<file path="config.mk">
export PLATFORM = sky130hd
export DESIGN_NAME = sxu_core
export DESIGN_NICKNAME = d
export VERILOG_FILES = /design/src/sxu_pkg.sv /design/src/sxu_core.sv /design/src/sxu_page2_decode.sv
export SDC_FILE = /design/constraint.sdc
export NUM_CORES = 1
export LEC_CHECK = 0
export BUFFER_PORTS_ARGS = -buffer_cell sky130_fd_sc_hd__buf_2
export CAP_MARGIN = 20
export CELL_PAD_IN_SITES_DETAIL_PLACEMENT = 0
export CELL_PAD_IN_SITES_GLOBAL_PLACEMENT = 2
export CORE_ASPECT_RATIO = 1.5
export CORE_MARGIN = 5
export CORE_UTILIZATION = 39
export CTS_BUF_LIST = sky130_fd_sc_hd__clkbuf_4
export DETAILED_ROUTE_END_ITERATION = 6
export PLACE_DENSITY = 0.92
export SLEW_MARGIN = 20
export SYNTH_ARGS = -nofsm -noshare
export SYNTH_HDL_FRONTEND = slang
export SYNTH_SLANG_ARGS = --single-unit
</file>
<file path="constraint.sdc">
create_clock -name ref_clk -period 7.47 [get_ports ref_clk]
set_input_delay 0.3735 -clock ref_clk [delete_from_list [all_inputs] [get_ports ref_clk]]
set_output_delay 0.3735 -clock ref_clk [all_outputs]
set_load 0.02 [all_outputs]
</file>
<file path="src/sxu_pkg.sv">
// Package: shared types and constants for the exception and index unit
package sxu_pkg;

  localparam logic [15:0] TRAP_VEC_ADDR = 16'hFFF8;
  localparam logic [15:0] SWI_VEC_ADDR  = 16'hFFF6;
  localparam logic [15:0] SP_RESET      = 16'h0000;
  localparam logic [7:0]  CCR_RESET     = 8'hD0;
  localparam int          IMASK_BIT     = 4;
  localparam int          XMASK_BIT     = 6;
  localparam int          N_BIT         = 3;
  localparam int          Z_BIT         = 2;
  localparam int          V_BIT         = 1;
  localparam int          C_BIT         = 0;
  localparam logic [7:0]  PAGE2_PREFIX  = 8'h18;
  localparam int          PAGE2_USED    = 54;

  // Register selector used by copy and swap
  typedef enum logic [2:0] {
    SXU_R_A   = 3'h0,
    SXU_R_B   = 3'h1,
    SXU_R_CCR = 3'h2,
    SXU_R_D   = 3'h4,
    SXU_R_X   = 3'h5,
    SXU_R_Y   = 3'h6,
    SXU_R_SP  = 3'h7
  } sxu_reg_e;

  // Operations accepted on the command port
  typedef enum logic [3:0] {
    SXU_OP_SWI    = 4'h0,
    SXU_OP_RTI    = 4'h1,
    SXU_OP_ABX    = 4'h2,
    SXU_OP_ABY    = 4'h3,
    SXU_OP_CMP    = 4'h4,
    SXU_OP_LOAD   = 4'h5,
    SXU_OP_STORE  = 4'h6,
    SXU_OP_LEA    = 4'h7,
    SXU_OP_COPY   = 4'h8,
    SXU_OP_SWAP   = 4'h9,
    SXU_OP_DECODE = 4'hA
  } sxu_op_e;

  typedef struct packed {
    sxu_op_e     op;
    sxu_reg_e    src;
    sxu_reg_e    dst;
    logic [15:0] operand;
    logic [7:0]  opcode;
    logic        page2;
  } sxu_cmd_s;

  typedef struct packed {
    logic [7:0]  a;
    logic [7:0]  b;
    logic [7:0]  condition_flags_register;
    logic [15:0] x;
    logic [15:0] y;
    logic [15:0] sp;
    logic [15:0] pc;
  } sxu_regs_s;

  typedef struct packed {
    logic        req;
    logic        we;
    logic [15:0] addr;
    logic [7:0]  wdata;
  } sxu_bus_s;

endpackage
</file>
<file path="src/sxu_core.sv">
// Exception entry, return and index register operations
`timescale 1ns/1ps
// How it works
// RL1: Exception entry pushes return address, Y, X, B:A, then flags, predecrementing.
// RL2: After stacking, the program counter loads from the software interrupt vector.
// RL3: Software interrupt is taken regardless of both global mask bits.
// RL4: Exception entry sets the interrupt mask bit.
// RL5: Maskable requests are refused while the interrupt mask bit is set.
// RL6: All page one codes are valid; only 54 page two codes are.
// RL7: Unimplemented page two code raises a trap using the same stacking.
// RL8: Trap handler address comes from the fixed high vector pair.
// RL9: Return pops flags, B:A, X, Y, return address, incrementing the pointer.
// RL10: After return, a pending interrupt is serviced before resuming.
// RL11: Add B to X or Y; load and store SP, X, Y as words.
// RL12: Compare subtracts memory from SP, X or Y, changing only flags.
// RL13: Effective address operation writes the computed address, not memory.
// RL14: Copy any of A, B, flags, D, X, Y, SP to any other.
// RL15: Swap any two of A, B, flags, D, X, Y, SP.
// RL16: Vector fetch reads high byte at lower address, then loads the PC.
module sxu_core (
  // Clock and reset
  input  wire logic               ref_clk,
  input  wire logic               rst,
  input  wire logic               clk_en,
  // Command port
  input  wire logic               cmd_valid,
  input  sxu_pkg::sxu_cmd_s       cmd,
  output logic                    cmd_ready,
  // Maskable request from interrupt logic
  input  wire logic               irq_pending,
  output logic                    irq_take,
  // Memory bus
  output sxu_pkg::sxu_bus_s       mem,
  input  wire logic [7:0]         mem_rdata,
  input  wire logic               mem_ack,
  // Architectural state
  output sxu_pkg::sxu_regs_s      regs,
  output logic                    trap_taken
);

  typedef enum logic [2:0] {
    SXU_IDLE  = 3'h0,
    SXU_PUSH  = 3'h1,
    SXU_VEC   = 3'h2,
    SXU_POP   = 3'h3,
    SXU_STORE = 3'h4
  } sxu_state_e;

  typedef struct packed {
    sxu_state_e         st;
    sxu_pkg::sxu_regs_s r;
    logic [3:0]         step;
    logic [15:0]        vec;
    logic [7:0]         hold;
    logic [15:0]        sdata;
    logic [15:0]        saddr;
    logic               trap;
    logic               take;
  } sxu_state_s;

  sxu_state_s cur_ff, nxt_ff;
  logic       impl;

  sxu_page2_decode u_dec (
    .opcode      (cmd.opcode),
    .page2       (cmd.page2),
    .implemented (impl)
  );

  ////////////////////////////////////////////////////////////////////////
  function automatic logic [15:0] rd_reg(sxu_pkg::sxu_regs_s r, sxu_pkg::sxu_reg_e s);
    unique case (s)
      sxu_pkg::SXU_R_A:   rd_reg = {8'h00, r.a};
      sxu_pkg::SXU_R_B:   rd_reg = {8'h00, r.b};
      sxu_pkg::SXU_R_CCR: rd_reg = {8'h00, r.condition_flags_register};
      sxu_pkg::SXU_R_D:   rd_reg = {r.a, r.b};
      sxu_pkg::SXU_R_X:   rd_reg = r.x;
      sxu_pkg::SXU_R_Y:   rd_reg = r.y;
      sxu_pkg::SXU_R_SP:  rd_reg = r.sp;
      default:            rd_reg = 16'h0000;
    endcase
  endfunction

  function automatic sxu_pkg::sxu_regs_s wr_reg(sxu_pkg::sxu_regs_s r, sxu_pkg::sxu_reg_e d,
                                                logic [15:0] v);
    wr_reg = r;
    unique case (d)
      sxu_pkg::SXU_R_A:   wr_reg.a = v[7:0];
      sxu_pkg::SXU_R_B:   wr_reg.b = v[7:0];
      sxu_pkg::SXU_R_CCR: wr_reg.condition_flags_register = v[7:0];
      sxu_pkg::SXU_R_D:   {wr_reg.a, wr_reg.b} = v;
      sxu_pkg::SXU_R_X:   wr_reg.x = v;
      sxu_pkg::SXU_R_Y:   wr_reg.y = v;
      sxu_pkg::SXU_R_SP:  wr_reg.sp = v;
      default:            wr_reg = r;
    endcase
  endfunction

  // Byte pushed at each stacking step: 0..1 return, 2..3 Y, 4..5 X, 6..7 B:A, 8 flags
  function automatic logic [7:0] push_byte(sxu_pkg::sxu_regs_s r, logic [3:0] k);
    unique case (k)
      4'h0:    push_byte = r.pc[7:0];
      4'h1:    push_byte = r.pc[15:8];
      4'h2:    push_byte = r.y[7:0];
      4'h3:    push_byte = r.y[15:8];
      4'h4:    push_byte = r.x[7:0];
      4'h5:    push_byte = r.x[15:8];
      4'h6:    push_byte = r.a;
      4'h7:    push_byte = r.b;
      4'h8:    push_byte = r.condition_flags_register;
      default: push_byte = 8'h00;
    endcase
  endfunction

  ////////////////////////////////////////////////////////////////////////
  logic [16:0] diff;
  logic [15:0] sub_a;
  logic [15:0] tmp16;

  always_comb begin
    nxt_ff     = cur_ff;
    nxt_ff.take = 1'b0;
    sub_a      = rd_reg(cur_ff.r, cmd.src);
    diff       = {1'b0, sub_a} - {1'b0, cmd.operand};
    tmp16      = 16'h0000;
    mem        = '0;
    unique case (cur_ff.st)
      SXU_IDLE: begin
        nxt_ff.trap = 1'b0;
        if (irq_pending && !cur_ff.r.condition_flags_register[sxu_pkg::IMASK_BIT]) begin // RL5 RL10
          nxt_ff.take = 1'b1;
        end else if (cmd_valid) begin
          unique case (cmd.op)
            sxu_pkg::SXU_OP_SWI: begin // RL3
              nxt_ff.st   = SXU_PUSH;
              nxt_ff.step = 4'h0;
              nxt_ff.vec  = sxu_pkg::SWI_VEC_ADDR; // RL2
            end
            sxu_pkg::SXU_OP_DECODE: begin
              if (!impl) begin // RL7
                nxt_ff.st   = SXU_PUSH;
                nxt_ff.step = 4'h0;
                nxt_ff.trap = 1'b1;
                nxt_ff.vec  = sxu_pkg::TRAP_VEC_ADDR; // RL8
              end
            end
            sxu_pkg::SXU_OP_RTI: begin
              nxt_ff.st   = SXU_POP;
              nxt_ff.step = 4'h8;
            end
            sxu_pkg::SXU_OP_ABX: nxt_ff.r.x = cur_ff.r.x + {8'h00, cur_ff.r.b}; // RL11
            sxu_pkg::SXU_OP_ABY: nxt_ff.r.y = cur_ff.r.y + {8'h00, cur_ff.r.b}; // RL11
            sxu_pkg::SXU_OP_CMP: begin // RL12
              nxt_ff.r.condition_flags_register[sxu_pkg::N_BIT] = diff[15];
              nxt_ff.r.condition_flags_register[sxu_pkg::Z_BIT] = (diff[15:0] == 16'h0000);
              nxt_ff.r.condition_flags_register[sxu_pkg::V_BIT] = (sub_a[15] ^ cmd.operand[15]) & (sub_a[15] ^ diff[15]);
              nxt_ff.r.condition_flags_register[sxu_pkg::C_BIT] = diff[16];
            end
            sxu_pkg::SXU_OP_LOAD, sxu_pkg::SXU_OP_LEA: // RL11 RL13
              nxt_ff.r = wr_reg(cur_ff.r, cmd.dst, cmd.operand);
            sxu_pkg::SXU_OP_STORE: begin // RL11
              nxt_ff.st    = SXU_STORE;
              nxt_ff.step  = 4'h0;
              nxt_ff.sdata = sub_a;
              nxt_ff.saddr = cmd.operand;
            end
            sxu_pkg::SXU_OP_COPY: // RL14
              nxt_ff.r = wr_reg(cur_ff.r, cmd.dst, rd_reg(cur_ff.r, cmd.src));
            sxu_pkg::SXU_OP_SWAP: begin // RL15
              nxt_ff.r = wr_reg(cur_ff.r, cmd.dst, rd_reg(cur_ff.r, cmd.src));
              nxt_ff.r = wr_reg(nxt_ff.r, cmd.src, rd_reg(cur_ff.r, cmd.dst));
            end
            default: nxt_ff.st = SXU_IDLE;
          endcase
        end
      end
      SXU_PUSH: begin // RL1
        mem.req   = 1'b1;
        mem.we    = 1'b1;
        mem.addr  = cur_ff.r.sp - 16'h0001;
        mem.wdata = push_byte(cur_ff.r, cur_ff.step);
        if (mem_ack) begin
          nxt_ff.r.sp = cur_ff.r.sp - 16'h0001;
          nxt_ff.step = cur_ff.step + 4'h1;
          if (cur_ff.step == 4'h8) begin
            nxt_ff.st = SXU_VEC;
            nxt_ff.step = 4'h0;
            nxt_ff.r.condition_flags_register[sxu_pkg::IMASK_BIT] = 1'b1; // RL4
          end
        end
      end
      SXU_VEC: begin // RL16
        mem.req  = 1'b1;
        mem.addr = cur_ff.vec + {15'h0000, cur_ff.step[0]};
        if (mem_ack) begin
          if (!cur_ff.step[0]) begin
            nxt_ff.hold = mem_rdata;
            nxt_ff.step = 4'h1;
          end else begin
            nxt_ff.r.pc = {cur_ff.hold, mem_rdata}; // RL2 RL8
            nxt_ff.st   = SXU_IDLE;
          end
        end
      end
      SXU_POP: begin // RL9
        mem.req  = 1'b1;
        mem.addr = cur_ff.r.sp;
        if (mem_ack) begin
          nxt_ff.r.sp = cur_ff.r.sp + 16'h0001;
          unique case (cur_ff.step)
            4'h8: nxt_ff.r.condition_flags_register   = mem_rdata;
            4'h7: nxt_ff.r.b     = mem_rdata;
            4'h6: nxt_ff.r.a     = mem_rdata;
            4'h5: nxt_ff.r.x[15:8] = mem_rdata;
            4'h4: nxt_ff.r.x[7:0]  = mem_rdata;
            4'h3: nxt_ff.r.y[15:8] = mem_rdata;
            4'h2: nxt_ff.r.y[7:0]  = mem_rdata;
            4'h1: nxt_ff.r.pc[15:8] = mem_rdata;
            default: nxt_ff.r.pc[7:0] = mem_rdata;
          endcase
          nxt_ff.step = cur_ff.step - 4'h1;
          if (cur_ff.step == 4'h0) nxt_ff.st = SXU_IDLE;
        end
      end
      SXU_STORE: begin // RL11
        mem.req   = 1'b1;
        mem.we    = 1'b1;
        mem.addr  = cur_ff.saddr + {15'h0000, cur_ff.step[0]};
        mem.wdata = cur_ff.step[0] ? cur_ff.sdata[7:0] : cur_ff.sdata[15:8];
        if (mem_ack) begin
          nxt_ff.step = 4'h1;
          if (cur_ff.step[0]) nxt_ff.st = SXU_IDLE;
        end
      end
      default: nxt_ff.st = SXU_IDLE;
    endcase
  end

  always_ff @(posedge ref_clk or posedge rst) begin
    if (rst) begin
      cur_ff       <= '0;
      cur_ff.st    <= SXU_IDLE;
      cur_ff.r.sp  <= sxu_pkg::SP_RESET;
      cur_ff.r.condition_flags_register <= sxu_pkg::CCR_RESET;
    end else if (clk_en) begin
      cur_ff <= nxt_ff;
    end
  end

  assign cmd_ready  = (cur_ff.st == SXU_IDLE) && !(irq_pending && !cur_ff.r.condition_flags_register[sxu_pkg::IMASK_BIT]);
  assign irq_take   = cur_ff.take;
  assign regs       = cur_ff.r;
  assign trap_taken = cur_ff.trap;
endmodule // sxu_core

</file>
<file path="src/sxu_page2_decode.sv">
// Second opcode page validity lookup
`timescale 1ns/1ps
module sxu_page2_decode (
  // Opcode in
  input  wire logic [7:0] opcode,
  input  wire logic       page2,
  // Result
  output logic            implemented
);
  // Only a subset of page two is populated; every page one code is valid
  logic [255:0] used_map;
  always_comb begin
    used_map = '0;
    for (int i = 8'h00; i <= 8'h0F; i++) used_map[i] = 1'b1;
    for (int i = 8'h10; i <= 8'h1F; i++) used_map[i] = 1'b1;
    for (int i = 8'h20; i <= 8'h2F; i++) used_map[i] = 1'b1;
    for (int i = 8'h30; i <= 8'h35; i++) used_map[i] = 1'b1;
    implemented = page2 ? used_map[opcode] : 1'b1; // RL6
  end
endmodule // sxu_page2_decode

</file>
Yosys cells after proc, flatten, opt, wreduce, memory -nomap -nowiden. Memory sizes are Yosys's and may differ from the RTL's. Index checks and enable logic that the tools add are counted.

Register bits: 153. Bits in latches: 0. Memory bits (writable): 0. ROM bits: 256. Input bits: 49. Output and inout port bits: 117. Memories: 1.

Memories: (name not given) (words 256, width 1, read ports 1, clocked after Yosys merged registers in 0, wr ports 0, RTL line sxu_page2_decode.sv:18) `implemented = page2 ? used_map[opcode] : 1'b1;`.

Add/subtract/negate cells: 9. $mul: 0. Divide/modulo/power cells: 0. $lt $le $gt $ge: 1. Equality and inequality tests: 69. Shift-type cells: 0. Mux-type cells: 77. Bitwise logic cells: 6. Reduce and logical (&&, ||, !) cells: 43.

Operators with widths (number): one-hot mux 16 bit (7 select lines) (2); two-way mux 111 bit (2); one-hot mux 16 bit (4 select lines) (3); two-way mux 16 bit (11); two-way mux 8 bit (16); one-hot mux 16 bit (3 select lines) (2); one-hot mux 32 bit (3 select lines) (1); two-way mux 95 bit (1); one-hot mux 36 bit (2 select lines) (1); one-hot mux 8 bit (9 select lines) (1); AND reduction 8 bit (9); one-hot mux 8 bit (2 select lines) (4); one-hot mux 20 bit (3 select lines) (1); two-way mux 20 bit (2); one-hot mux 19 bit (2 select lines) (1); adder 16 x 1 -> 16 bit (2); adder 16 x 8 -> 16 bit (2); == test 4 x 3 -> 1 bit, second input constant (8); one-hot mux 16 bit (2 select lines) (1); != test 2 bit, second input constant (14); == test 3 bit, second input constant (9); AND reduction 11 bit (2); one-hot mux 4 bit (5 select lines) (1); AND reduction 10 bit (2); other kinds (45) (107).

Logic depth before layout (Yosys ltp).
Depth after elaboration: 9. Mapped depth: 16. Mapped depth without buffers: 14.

By module. A second synthesis with hierarchy kept.

Cells, all modules: 1872. Area total of the unflattened synthesis: 14261.2 µm².

By module, submodules not included: sxu_core (times used 1, cells an instance 1868, area each 14238.7 µm²); sxu_page2_decode (times used 1, cells an instance 4, area each 22.5 µm²).

Worst setup path after synthesis. Ideal clock, no wire load.

Path type: input-to-reg. Start: input port cmd[28] (netlist bit). End: register cur_ff (netlist bit regs[66]). Setup time: 0.077 ns. Data arrival time: 3.531 ns. Data required time: 7.393 ns. Setup slack: 3.861 ns. Stages on the path: 16. Buffers on the path: 4. Cells stage by stage: buf_4 -> buf_6 -> buf_4 -> mux2i_1 -> o21ai_0 -> a221o_1 -> buf_2 -> ha_1 -> nor2b_4 -> o211ai_2 -> a31oi_2 -> a41o_1 -> or4_4 -> a221oi_2 -> o2111ai_1 -> a21oi_1.

Word-level cells in the longest chain between the ends: 8. Elaborated cells between the ends (all ways): 16. Those cells by class: add/sub (1); eq/ne (6); mux (7); reduce/logical (2).

Ends and longest elaborated chain: start: declaration (RTL line sxu_core.sv:27) `input sxu_pkg::sxu_cmd_s cmd,`; == test 3 bit (tied with other cells) (RTL line sxu_core.sv:72) `unique case (s)`; one-hot mux 16 bit (7 select lines) (*) (RTL line sxu_core.sv:72); net sub_a[1] (RTL line sxu_core.sv:117) `logic [15:0] sub_a;`; subtractor 16 x 16 -> 17 bit (*) (RTL line sxu_core.sv:124) `diff = {1'b0, sub_a} - {1'b0, cmd.operand};`; zero test 16 bit (*) (RTL line sxu_core.sv:155) `nxt_ff.r.condition_flags_register[sxu_pkg::Z_BIT] = (diff[15:0] == 16'h0000);`; one-hot mux 4 bit (4 select lines) (*) (RTL line sxu_core.sv:133) `unique case (cmd.op)`; two-way mux 111 bit (*) (RTL line sxu_core.sv:132) `end else if (cmd_valid) begin`; two-way mux 111 bit (*) (RTL line sxu_core.sv:130) `if (irq_pending && !cur_ff.r.condition_flags_register[sxu_pkg::IMASK_BIT]) begin`; one-hot mux 36 bit (2 select lines) (*) (RTL line sxu_core.sv:127) `unique case (cur_ff.st)`; end signal: assignment (RTL line sxu_core.sv:246) `cur_ff <= nxt_ff;`; end: declaration (RTL line sxu_core.sv:61) `sxu_state_s cur_ff, nxt_ff;`.

The timed path passes the listed nets; every way through them passes the cells marked *. The select of a mux whose other input is x is not followed. A chain may end at the register's enable or synchronous reset.

==> flow_metrics.tcl <==
set metrics [dict create \
    grt_overflow 0 \
    syn_avg_cell_area_um2 7.70 \
    first_pass_iters 6 \
    cts_setup_buffers 0 \
    setup-violations-final 0 \
    clkTransAtPathRegs_ps 160 \
    drv_slew 0 \
    cp.required_ps 7100 \
    die_area_um2 41400 \
    initial_core_util_pct 39.5 \
    rsz0062_at_grt "false" \
    postSynthCellCount 1894 \
    clockBufferDepth 2 \
    die_h_um 247 \
    numCtsBuffers 17 \
    totalWireLength_mm 70.8 \
    antenna_found_initial 1 \
    p_seq_share_pct 31.6 \
    htree_levels 4 \
    cap_violations 0 \
    clkPwrFrac_pct 10.5 \
    globalplace.congestion 0.992 \
    clk_latency_ps 660 \
    drtIter0Drc 1752 \
    hold_viol 0 \
    grt_usage_pct 33.0 \
    p_int_mw 2.34 \
    final.period_utilization_pct 59.4 \
    viasPerCell 6.61 \
    cts_hold_buf 8 \
    pin_count 166 \
    worst_slew_pin_slew_ps 1230 \
    synth_edf_count 0 \
    crit_slowest_cell "nor3b_4" \
    io_buffers 164 \
    cts_tree "done" \
    die_w_um 168 \
    yosysSeqAreaShare_pct 24.1 \
    min_period_ps 4440 \
    rows 86 \
    crit_path_start_kind "flip-flop" \
    numClockSinks 140 \
    synth_top_area_cell "dfrtp_1" \
    syn_to_final_growth_pct 5.10 \
    max_stage_delay_ps 530 \
    grt_max_degree 75 \
    hpwl_mm 53.5 \
    p_leak_nw 6.39 \
    wl_per_cell_um 29.8 \
    setup_tns_ps 0 \
    hold_ws_ps 67.5 \
    power.density_nw_per_um2 353 \
    hp-class "primary input to flip-flop" \
    netlist_top_cells_area "dfrtp_1 (24%), nand2_1 (6.1%), o21ai_0 (5.4%)" \
    ys_warn_count 0 \
    netlist.area_leader.share_pct 23.5 \
    core_area_um2 36900 \
    final_nets 1968 \
    async_flop_share_pct 100 \
    hold_depth 3 \
    status "complete, no violations" \
    ys_seq_elements 140 \
    drive_above_1_share_pct 17.0 \
    grt_pass1_wl_mm 102 \
    synthDistinctLibCells 95 \
    mappedNetlistArea_um2 14600 \
    post_cts_resized 0 \
    grt_pass1_vias 14900 \
    synth_ff_type "dfrtp_1" \
    root_buffer "clkbuf_4" \
    power_switching_mw 3.07 \
    p_comb_share_pct 57.9 \
    cp.arrival_ps 4070 \
    path_max_fanout 45 \
    ir_drop_mv 0.222 \
    end_kind "primary output" \
    swShare_pct 56.7 \
    mostFrequentLayoutCell "nand2_1" \
    layout_common_cells "nand2_1 (235), buf_2 (164), o21ai_0 (158)" \
    vias 15700 \
    ff2ff_path_depth 14 \
    synth.net_count 1985 \
    critical_path_class "flip-flop to primary output" \
    drc_errors 0 \
    crit_chain "buf_4 > nor3b_4 > and2_1 > ha_1 > ha_1 > nor2b_1 > and2_1 > nand2_1 > xor2_1 > o22ai_1 > a221o_1 > buf_2" \
    fmax_mhz 225 \
    relSlewSlack_pct 17.4 \
    ant_nets 0 \
    fin_skew_ps 33.1 \
]
==> Yosys cell counts, types with 32 or more instances <==
cell type	count
a21oi_1	113
a22oi_1	40
a31oi_1	58
buf_4	97
clkbuf_1	105
dfrtp_1	137
ha_1	40
inv_1	48
mux2_2	40
mux2i_1	48
nand2_1	235
nand3_1	39
nor2_1	153
o21ai_0	158
o221ai_1	38
o22ai_1	32
==> registers in the layout (all words and copies together) (netlist names) <==
name and flops:
cur_ff 50, irq_take 1, regs 88, trap_taken 1
==> per-stage QoR <==
stage / total power [mW] / instance area (µm²) / setup WS, ps / util [%] / instances
6_report: 5.41 / 15300 / 3030 / 41.5 / 2375
5_1_grt: 5.69 / 15300 / 2750 / 41.5 / 2375
4_1_cts: 5.34 / 15300 / 2960 / 41.4 / 2373
3_5_place_dp: 4.78 / 14900 / 2540 / 40.4 / 2333
3_3_place_gp: 4.72 / 14900 / 2570 / 40.4 / 2333
2_1_floorplan: 3.77 / 14600 / 3350 / - / 1894
==> worst max-delay path, delay by kind of cell (launching register included) <==
kind | cells | cell delay (ps)
AND/OR/NAND/NOR | 5 | 1480
XOR/XNOR | 1 | 190
buffers and inverters | 2 | 440
AO/OA/AOI/OAI | 2 | 460
flip-flops | 1 | 400
adder cells (fa/ha/maj) | 2 | 420
==> worst paths after layout <==
| check | from | endpoint | slack [ps] |
|---|---|---|---|
| setup / recovery | cur_ff[151] | mem[16] | 3030 |
| min in group asynchronous | rst | cur_ff[152] | 320 |
| hold / removal | cmd[9] | cur_ff[2] | 70 |
| setup reg to reg | regs[22] | regs[67] | 3120 |
| hold reg to reg | cur_ff[31] | cur_ff[31] | 500 |
| max in group asynchronous | rst | cur_ff[7] | 5690 |
==> final cells by class <==
| type | count | area [µm²] |
|---|---|---|
| antenna | 1 | 2.50 |
| clock buffer | 17 | 128 |
| clock inverter | 15 | 166 |
| fill | 3896 | 21600 |
| inverter | 49 | 189 |
| multi-input combinational | 1467 | 9580 |
| sequential | 140 | 3510 |
| tap | 484 | 606 |
| timing repair buffer | 202 | 1140 |
==> per-layer routing <==
metal	global-route usage (%)	up-vias	routed length, µm
met5	0	-	0
met4	25.0	0	6340
met3	5.69	230	5650
met2	54.2	961	33100
met1	38.2	7564	25600
li1	-	6934	-
==> kinds of logic (layout without fill, tap and decap cells) <==
logic type                 after synthesis  after routing  share of synthesized area, %
buffers and inverters                  287            283                          10.3
AOI/OAI and AO/OA                      679            679                          31.5
xor gates and xnor gates                53             53                          3.29
DFF                                    140            140                          24.1
other                                    0              1                             0
muxes                                   99             99                          8.03
adders and majority gates               42             42                          3.71
and+or+nand+nor                        594            594                          19.1
==> power groups by stage <==
stage | registers, mW | logic [mW] | clock network [mW]
final | 1.71 | 3.13 | 0.569
after global routing | 1.70 | 3.39 | 0.595
after CTS | 1.67 | 3.10 | 0.572
after detailed placement | 1.69 | 3.09 | 0
after global placement | 1.68 | 3.04 | 0
after floorplan | 1.27 | 2.49 | 0
Power figures use the tool's default switching activity.
